### src/shared/tbtc_pkg.sv
// Constants and types for the telegraph baud timing chain
`default_nettype none
package tbtc_pkg;
	// Register offsets (byte addresses on APB)
	localparam logic [7:0] REG_CTRL = 8'h00;
	localparam logic [7:0] REG_STATUS = 8'h04;
	localparam logic [7:0] REG_COUNT = 8'h08;
	// CTRL fields
	localparam int CTRL_RATE_MSB = 2;
	localparam int CTRL_SINGLE_BIT = 3;
	localparam int CTRL_TRIG_BIT = 4;
	localparam logic [2:0] CTRL_RATE_RST = 3'h0;
	localparam logic CTRL_SINGLE_RST = 1'b0;
	// System clock and oscillator frequencies in Hz
	localparam logic [63:0] CLK_HZ = 64'h0000_0000_0098_9680;
	localparam logic [63:0] OSC_HZ_1920K = 64'h0000_0000_001D_4C00;
	localparam logic [63:0] OSC_HZ_145K6 = 64'h0000_0000_0002_38C0;
	localparam logic [63:0] OSC_HZ_181K8 = 64'h0000_0000_0002_C628;
	localparam logic [63:0] OSC_HZ_195K584 = 64'h0000_0000_0002_FC00;
	localparam logic [63:0] OSC_HZ_118K72 = 64'h0000_0000_0001_CFC0;
	localparam int OSC_N = 5;
	// Oscillator index; OSC_NONE powers nothing
	localparam logic [2:0] OSC_1920K = 3'h0;
	localparam logic [2:0] OSC_145K6 = 3'h1;
	localparam logic [2:0] OSC_181K8 = 3'h2;
	localparam logic [2:0] OSC_195K584 = 3'h3;
	localparam logic [2:0] OSC_118K72 = 3'h4;
	localparam logic [2:0] OSC_NONE = 3'h7;
	// Divider entry steps: first, fifth and sixth stage
	localparam logic [7:0] STEP_STAGE1 = 8'h01;
	localparam logic [7:0] STEP_STAGE5 = 8'h10;
	localparam logic [7:0] STEP_STAGE6 = 8'h20;
	localparam logic [5:0] DIV50_LOW_MAX = 6'h3F;
	localparam logic [1:0] DIV50_MOD_MAX = 2'h2;
	// Decade and bit counter figures
	localparam logic [3:0] DEC_MAX = 4'h9;
	localparam logic [3:0] DEC_HALF = 4'h5;
	localparam logic [3:0] BIT_STOP = 4'h6;
	localparam int BIT_GATES = 5;

	typedef enum logic [2:0] {
		TBTC_R37_5 = 3'h0,
		TBTC_R45_5 = 3'h1,
		TBTC_R50 = 3'h2,
		TBTC_R56_8 = 3'h3,
		TBTC_R61_12 = 3'h4,
		TBTC_R74_2 = 3'h5,
		TBTC_R75 = 3'h6
	} tbtc_rate_e;

	// Phase step per system clock for a source of the given frequency
	function automatic logic [31:0] tbtc_inc(input logic [63:0] hz);
		logic [63:0] t;
		t = (hz << 32) / CLK_HZ;
		return t[31:0];
	endfunction

	localparam logic [OSC_N-1:0][31:0] OSC_INC = {
		tbtc_inc(OSC_HZ_118K72),
		tbtc_inc(OSC_HZ_195K584),
		tbtc_inc(OSC_HZ_181K8),
		tbtc_inc(OSC_HZ_145K6),
		tbtc_inc(OSC_HZ_1920K)
	};
endpackage
`default_nettype wire
### src/rtl/tbtc_top.sv
// Telegraph baud timing chain: sources, divider, timing control, decades, bit counter
//
// Decided for this implementation: the placing of the registers and the APB slave port.
`timescale 1ns/100ps
`default_nettype none
module tbtc_top (
	input wire logic pclk,
	input wire logic presetn,
	input wire logic psel,
	input wire logic penable,
	input wire logic pwrite,
	input wire logic [7:0] paddr,
	input wire logic [31:0] pwdata,
	output logic [31:0] prdata,
	output logic pready,
	output logic pslverr,
	input wire logic char_end_n,
	input wire logic char_reset,
	output logic time_base,
	output logic timing_gate,
	output logic master_tick,
	output logic bit_rate,
	output logic bit_tick,
	output logic [3:0] units,
	output logic [3:0] tens,
	output logic [4:0] bit_gate,
	output logic stop_enable,
	output logic char_advance
);
	////////////////////////////////////////////////////////////////////////
	// Register bus
	tbtc_pkg::tbtc_rate_e rate;
	logic single;
	logic trig;
	logic gate;
	logic halve;
	logic [3:0] unit_q;
	logic [3:0] ten_q;
	logic [3:0] bit_count;
	logic m_level;
	logic setup;
	logic wr;
	logic mapped;
	logic [31:0] rd_mux;

	assign setup = psel & ~penable;
	assign wr = psel & penable & pready & pwrite;
	assign m_level = ten_q >= tbtc_pkg::DEC_HALF;

	always_comb
	begin
		mapped = paddr[1:0] == 2'h0;
		rd_mux = 32'h0000_0000;
		unique case (paddr)
			tbtc_pkg::REG_CTRL: rd_mux = {28'h000_0000, single, rate};
			tbtc_pkg::REG_STATUS: rd_mux = {24'h00_0000, bit_count == tbtc_pkg::BIT_STOP,
				bit_count, m_level, halve, gate};
			tbtc_pkg::REG_COUNT: rd_mux = {24'h00_0000, ten_q, unit_q};
			default: mapped = 1'b0;
		endcase
	end

	// One wait-free access: answer is registered during setup
	always_ff @(posedge pclk or negedge presetn)
	begin
		if (!presetn)
		begin
			pready <= 1'b0;
			pslverr <= 1'b0;
			prdata <= 32'h0000_0000;
		end
		else
		begin
			pready <= setup;
			pslverr <= setup & ~mapped;
			prdata <= setup ? rd_mux : 32'h0000_0000;
		end
	end

	always_ff @(posedge pclk or negedge presetn)
	begin
		if (!presetn)
		begin
			rate <= tbtc_pkg::tbtc_rate_e'(tbtc_pkg::CTRL_RATE_RST);
			single <= tbtc_pkg::CTRL_SINGLE_RST;
			trig <= 1'b0;
		end
		else
		begin
			trig <= wr && paddr == tbtc_pkg::REG_CTRL && pwdata[tbtc_pkg::CTRL_TRIG_BIT];
			if (wr && paddr == tbtc_pkg::REG_CTRL)
			begin
				rate <= tbtc_pkg::tbtc_rate_e'(pwdata[tbtc_pkg::CTRL_RATE_MSB:0]);
				single <= pwdata[tbtc_pkg::CTRL_SINGLE_BIT];
			end
		end
	end

	////////////////////////////////////////////////////////////////////////
	// Rate selection
	logic [2:0] osc_sel;
	logic [7:0] step;
	logic div50;
	logic tap_hi;

	always_comb
	begin
		osc_sel = tbtc_pkg::OSC_1920K;
		step = tbtc_pkg::STEP_STAGE1;
		div50 = 1'b0;
		tap_hi = 1'b1;
		unique case (rate)
			tbtc_pkg::TBTC_R37_5: tap_hi = 1'b1;
			tbtc_pkg::TBTC_R75: tap_hi = 1'b0;
			tbtc_pkg::TBTC_R50: div50 = 1'b1;
			tbtc_pkg::TBTC_R45_5:
			begin
				osc_sel = tbtc_pkg::OSC_145K6;
				step = tbtc_pkg::STEP_STAGE5;
			end
			tbtc_pkg::TBTC_R61_12:
			begin
				osc_sel = tbtc_pkg::OSC_195K584;
				step = tbtc_pkg::STEP_STAGE5;
			end
			tbtc_pkg::TBTC_R56_8:
			begin
				osc_sel = tbtc_pkg::OSC_181K8;
				step = tbtc_pkg::STEP_STAGE5;
			end
			tbtc_pkg::TBTC_R74_2:
			begin
				osc_sel = tbtc_pkg::OSC_118K72;
				step = tbtc_pkg::STEP_STAGE6;
			end
			// Unused code powers no source and freezes the chain
			default: osc_sel = tbtc_pkg::OSC_NONE;
		endcase
	end

	////////////////////////////////////////////////////////////////////////
	// Oscillators as phase accumulators; unselected ones sit idle
	logic [tbtc_pkg::OSC_N-1:0] src_on;
	logic [tbtc_pkg::OSC_N-1:0] osc_tick;
	logic src_tick;

	for (genvar i = 0; i < tbtc_pkg::OSC_N; i++)
	begin : g_osc
		logic [31:0] acc;
		logic [32:0] sum;
		assign src_on[i] = osc_sel == 3'(i);
		assign sum = {1'b0, acc} + {1'b0, tbtc_pkg::OSC_INC[i]};
		assign osc_tick[i] = sum[32] & src_on[i];
		always_ff @(posedge pclk or negedge presetn)
		begin
			if (!presetn)
				acc <= 32'h0000_0000;
			else
				acc <= src_on[i] ? sum[31:0] : 32'h0000_0000;
		end
	end

	assign src_tick = |osc_tick;

	////////////////////////////////////////////////////////////////////////
	// Eight-stage divider and time base
	logic [7:0] div;
	logic [7:0] next_div;
	logic tb_prev;
	logic tap;
	logic tb_rise;
	logic rate_new;

	// Restart the chain on a rate change so the mod-3 pair never starts at 3
	assign rate_new = wr && paddr == tbtc_pkg::REG_CTRL && pwdata[2:0] != 3'(rate);

	always_comb
	begin
		next_div = div;
		if (src_tick)
		begin
			if (div50)
			begin
				next_div[5:0] = div[5:0] + 6'h01;
				if (div[5:0] == tbtc_pkg::DIV50_LOW_MAX)
					next_div[7:6] = div[7:6] == tbtc_pkg::DIV50_MOD_MAX ? 2'h0 : div[7:6] + 2'h1;
			end
			else
				next_div = div + step;
		end
	end

	// 50 baud output is the high third of the mod-3 pair
	assign tap = div50 ? div[7] : (tap_hi ? div[7] : div[6]);
	assign tb_rise = tap & ~tb_prev;

	always_ff @(posedge pclk or negedge presetn)
	begin
		if (!presetn)
		begin
			div <= 8'h00;
			tb_prev <= 1'b0;
		end
		else
		begin
			div <= rate_new ? 8'h00 : next_div;
			tb_prev <= tap;
		end
	end

	////////////////////////////////////////////////////////////////////////
	// Timing control
	logic next_gate;
	logic mtick;
	logic btick;

	always_comb
	begin
		if (!single)
			next_gate = 1'b1;
		else if (trig)
			next_gate = 1'b1;
		else if (gate && !char_end_n && m_level)
			next_gate = 1'b0;
		else
			next_gate = gate;
	end

	assign mtick = gate & tb_rise & ~halve & ~char_reset;

	always_ff @(posedge pclk or negedge presetn)
	begin
		if (!presetn)
		begin
			gate <= 1'b0;
			halve <= 1'b0;
		end
		else
		begin
			gate <= next_gate;
			if (char_reset)
				halve <= 1'b0;
			else if (gate && tb_rise)
				halve <= ~halve;
		end
	end

	////////////////////////////////////////////////////////////////////////
	// Divide-by-100 and bit counter
	assign btick = mtick && unit_q == tbtc_pkg::DEC_MAX && ten_q == tbtc_pkg::DEC_MAX;

	always_ff @(posedge pclk or negedge presetn)
	begin
		if (!presetn)
		begin
			unit_q <= 4'h0;
			ten_q <= 4'h0;
		end
		else if (char_reset)
		begin
			unit_q <= 4'h0;
			ten_q <= 4'h0;
		end
		else if (mtick)
		begin
			unit_q <= unit_q == tbtc_pkg::DEC_MAX ? 4'h0 : unit_q + 4'h1;
			if (unit_q == tbtc_pkg::DEC_MAX)
				ten_q <= ten_q == tbtc_pkg::DEC_MAX ? 4'h0 : ten_q + 4'h1;
		end
	end

	// Counter holds at the stop count until the character reset
	always_ff @(posedge pclk or negedge presetn)
	begin
		if (!presetn)
			bit_count <= 4'h0;
		else if (char_reset)
			bit_count <= 4'h0;
		else if (btick && bit_count != tbtc_pkg::BIT_STOP)
			bit_count <= bit_count + 4'h1;
	end

	////////////////////////////////////////////////////////////////////////
	// Registered outputs, one cycle behind internal state
	for (genvar g = 0; g < tbtc_pkg::BIT_GATES; g++)
	begin : g_gate
		always_ff @(posedge pclk or negedge presetn)
		begin
			if (!presetn)
				bit_gate[g] <= 1'b0;
			else
				bit_gate[g] <= bit_count == 4'(g + 1);
		end
	end

	always_ff @(posedge pclk or negedge presetn)
	begin
		if (!presetn)
		begin
			time_base <= 1'b0;
			timing_gate <= 1'b0;
			master_tick <= 1'b0;
			bit_rate <= 1'b0;
			bit_tick <= 1'b0;
			units <= 4'h0;
			tens <= 4'h0;
			stop_enable <= 1'b0;
			char_advance <= 1'b0;
		end
		else
		begin
			time_base <= tap;
			timing_gate <= gate;
			master_tick <= mtick;
			bit_rate <= m_level;
			bit_tick <= btick;
			units <= unit_q;
			tens <= ten_q;
			stop_enable <= bit_count == tbtc_pkg::BIT_STOP;
			char_advance <= btick && bit_count == tbtc_pkg::BIT_STOP - 4'h1;
		end
	end
endmodule
`default_nettype wire

### config.mk
export PLATFORM = sky130hd
export DESIGN_NAME = tbtc_top
export DESIGN_NICKNAME = d
export VERILOG_FILES = /design/src/shared/tbtc_pkg.sv /design/src/rtl/tbtc_top.sv
export SDC_FILE = /design/constraint.sdc
export NUM_CORES = 1
export LEC_CHECK = 0
export BUFFER_PORTS_ARGS = -buffer_cell sky130_fd_sc_hd__buf_2
export CAP_MARGIN = 10
export CELL_PAD_IN_SITES_DETAIL_PLACEMENT = 0
export CELL_PAD_IN_SITES_GLOBAL_PLACEMENT = 2
export CORE_UTILIZATION = 38
export DETAILED_ROUTE_END_ITERATION = 6
export PLACE_DENSITY_LB_ADDON = 0.1
export SKIP_CTS_REPAIR_TIMING = 1
export SYNTH_ARGS = -nofsm -noshare
export SYNTH_HDL_FRONTEND = slang
export SYNTH_SLANG_ARGS = --single-unit
### constraint.sdc
create_clock -name pclk -period 3.1 [get_ports pclk]
set_input_delay 0.31 -clock pclk [delete_from_list [all_inputs] [get_ports pclk]]
set_output_delay 0.31 -clock pclk [all_outputs]
set_load 0.01 [all_outputs]
==> metrics.cfg <==
[outcome]
status=finished with violations
violations=design-rule violations

[logic_synthesis]
yosys_warnings=0
seq_area_frac_synth_pct=50.5
syn_area_sq_um=10300
synthCells=1057
ys_async_sr_fraction_pct=100
yosys.cell_count.top_type=dfrtp_1
synth_seq_cells=207
synth_commonest_cells=207 x dfrtp_1, 175 x nor2_1, 64 x nand2_1
synth_edf_count=0
yosys-top-cells-area=dfrtp_1 50%, nor2_1 6.4%, xor2_1 5.0%, xnor2_1 4.8%, o21ai_0 2.9%
synth_top_area_share_pct=50.5
synth.avg_cell_area_sq_um=9.71
synth_cell_types=68
synth_ff_type=dfrtp_1
synth_top_cell_by_area=dfrtp_1

[timing]
fin_worst_skew_ns=0.0109
fmax_mhz=347
timing.hold.ws_ns=0.00279
maxSlewHeadroom_pct=50.6
final_max_slew_viol_count=0
hold_viol=0
rsz0062_at_grt=false
finalCritPeriodShare_pct=93.1
fin_setup_tns_ns=0
setup_viol=0
fin_crit_ns=2.88
tightest_slew_ns=0.722

[routing]
num_vias=7381
route.detailed.drc=1
drt_first_pass_iters=6
routed_via_density=4.97
ant_nets=0
wl_per_cell_um=14.2
postRouteWirelength_um=21100
drt_iter0_drc=340

[placement]
routabilityCongestion=0.733
portBuffers=49
post-dp-hpwl_um=14100

[setup_path]
cp_max_fo=8
crit_slowest_cell=or4b_4
cp.required_ns=3.50
crit_family=simple AND/OR/NAND/NOR gates
crit_arrival_ns=3.29
worstSetupPathType=reg -> reg
worst_path_largest_cell_delay_ns=0.49
worstPathCellList=ha_1 > a21o_1 > a311oi_1 > nor2_1 > a21oi_1 > or4b_4 > or2_1 > mux2_4
end_kind=flip-flop
cp_num_buf_inv=0
startpoint_type=flip-flop

[layout]
nNetsFinal=1197
diodes=0
syn2layout_area_growth_pct=14.9
final_util_pct=44.9
drive_above_1_share_pct=12.4

[clock_tree]
cts_max_level=1
clk_latency_ns=0.52
tritoncts=yes
clkTransAtPathRegs_ns=0.05
cts_buffer_depth=3
cts_root_buf=clkbuf_16
numCtsBuffers=26
clock_sinks=207

[grt]
grt_overflow=0
track_usage_pct=15.9
grt_start_max_net_pins=70
antenna_found_initial=1
grt_pass1_vias=7519
grt_pass1_wl_um=36800

[power_and_ir_drop]
p_comb_share_pct=17.0
power.total_w=0.00753
p_leak_nw=5.43
powerDensity_nw_per_um2=638
intPower_w=0.00540
clockPowerShare_pct=39.3
p_seq_share_pct=43.7
ir_worst_vdd_uv=350
p_switching_w=0.00212
swShare_pct=28.2

[floorplanning]
dieWidth_um=166
coreArea_sq_um=26300
rows=59
die_y_um=166
die-area_sq_um=27700
start_util_pct=39.0
io_pins=101

[hold_path]
hp-class=in -> reg

[run]
cap_viol_max_count=0

registers in the layout, indices dropped and copies added, names as in the netlist, 5 cells and up:
register   cells
bit_gate       5
g_osc.acc    150
div            8
prdata         8
cell families after synthesis:
family / count (synthesis) / share of synthesized area, %
and+or+nand+nor: 417 / 19.5
DFF: 207 / 50.5
AOI/OAI and AO/OA: 196 / 12.0
xor gates and xnor gates: 115 / 9.81
buffers and inverters: 86 / 4.12
adders and majority gates: 19 / 2.32
muxes: 16 / 1.78
other: 1 / 0.0365
power groups by stage:
stage	Combinational [W]	Sequential, W	Clock, W
floorplan	0.00100	0.00326	0
global placement	0.00127	0.00334	0
detailed placement	0.00129	0.00333	0
CTS	0.00130	0.00329	0.00307
global route	0.00149	0.00334	0.00317
finish	0.00128	0.00329	0.00296
per-layer routing:
layer / vias up / GRT usage [%] / wire (um)
li1: 3731 / - / -
met1: 3529 / 22.5 / 10400
met2: 86 / 25.1 / 9410
met3: 35 / 2.65 / 734
met4: 0 / 4.27 / 495
met5: - / 0 / 0
layout make-up:
class,count,area [sq um]
well taps,335,419
flip-flops and latches,207,5180
inverters,34,128
repair buffers,75,465
clock buffers,39,781
fillers,2550,14500
multi-input cells,787,4750
clock inverters,8,68.8
placed cells by master (no fill, tap or decap), types with 13 or more instances in the layout:
cell type / count
nor3_1: 25
o21ai_0: 60
nand4_1: 17
nand2_1: 64
ha_1: 19
or3_1: 23
clkbuf_16: 27
buf_4: 24
buf_2: 48
conb_1: 24
xnor2_1: 56
nor2_1: 175
a21oi_1: 56
inv_1: 34
nand3_1: 33
xor2_1: 59
and2_1: 15
dfrtp_1: 207
nor2b_1: 13
final timing paths:
| check | slack [ns] | depth (start not counted) | start | endpoint |
|---|---|---|---|---|
| setup / recovery | 0.22 | 8 | g_osc[2].acc[0] | div[4] |
| hold / removal | 0.003 | 2 | penable | pready |
| setup reg to reg | 0.22 | 8 | g_osc[2].acc[0] | div[4] |
| hold reg to reg | 0.44 | 0 | gate | timing_gate |
| max in group asynchronous | 1.94 | 3 | presetn | ten_q[2] |
| min in group asynchronous | 0.34 | 2 | presetn | g_osc[3].acc[17] |
through the flow:
step	worst slack, ns	instances	cell area [sq um]
2_1_floorplan	0.439	1080	10300
3_3_place_gp	0.181	1437	10900
3_5_place_dp	0.155	1437	10900
4_1_cts	0.145	1484	11800
5_1_grt	0.0613	1485	11800
6_report	0.215	1485	11800
Note: power is estimated with default switching activity, not from simulation.
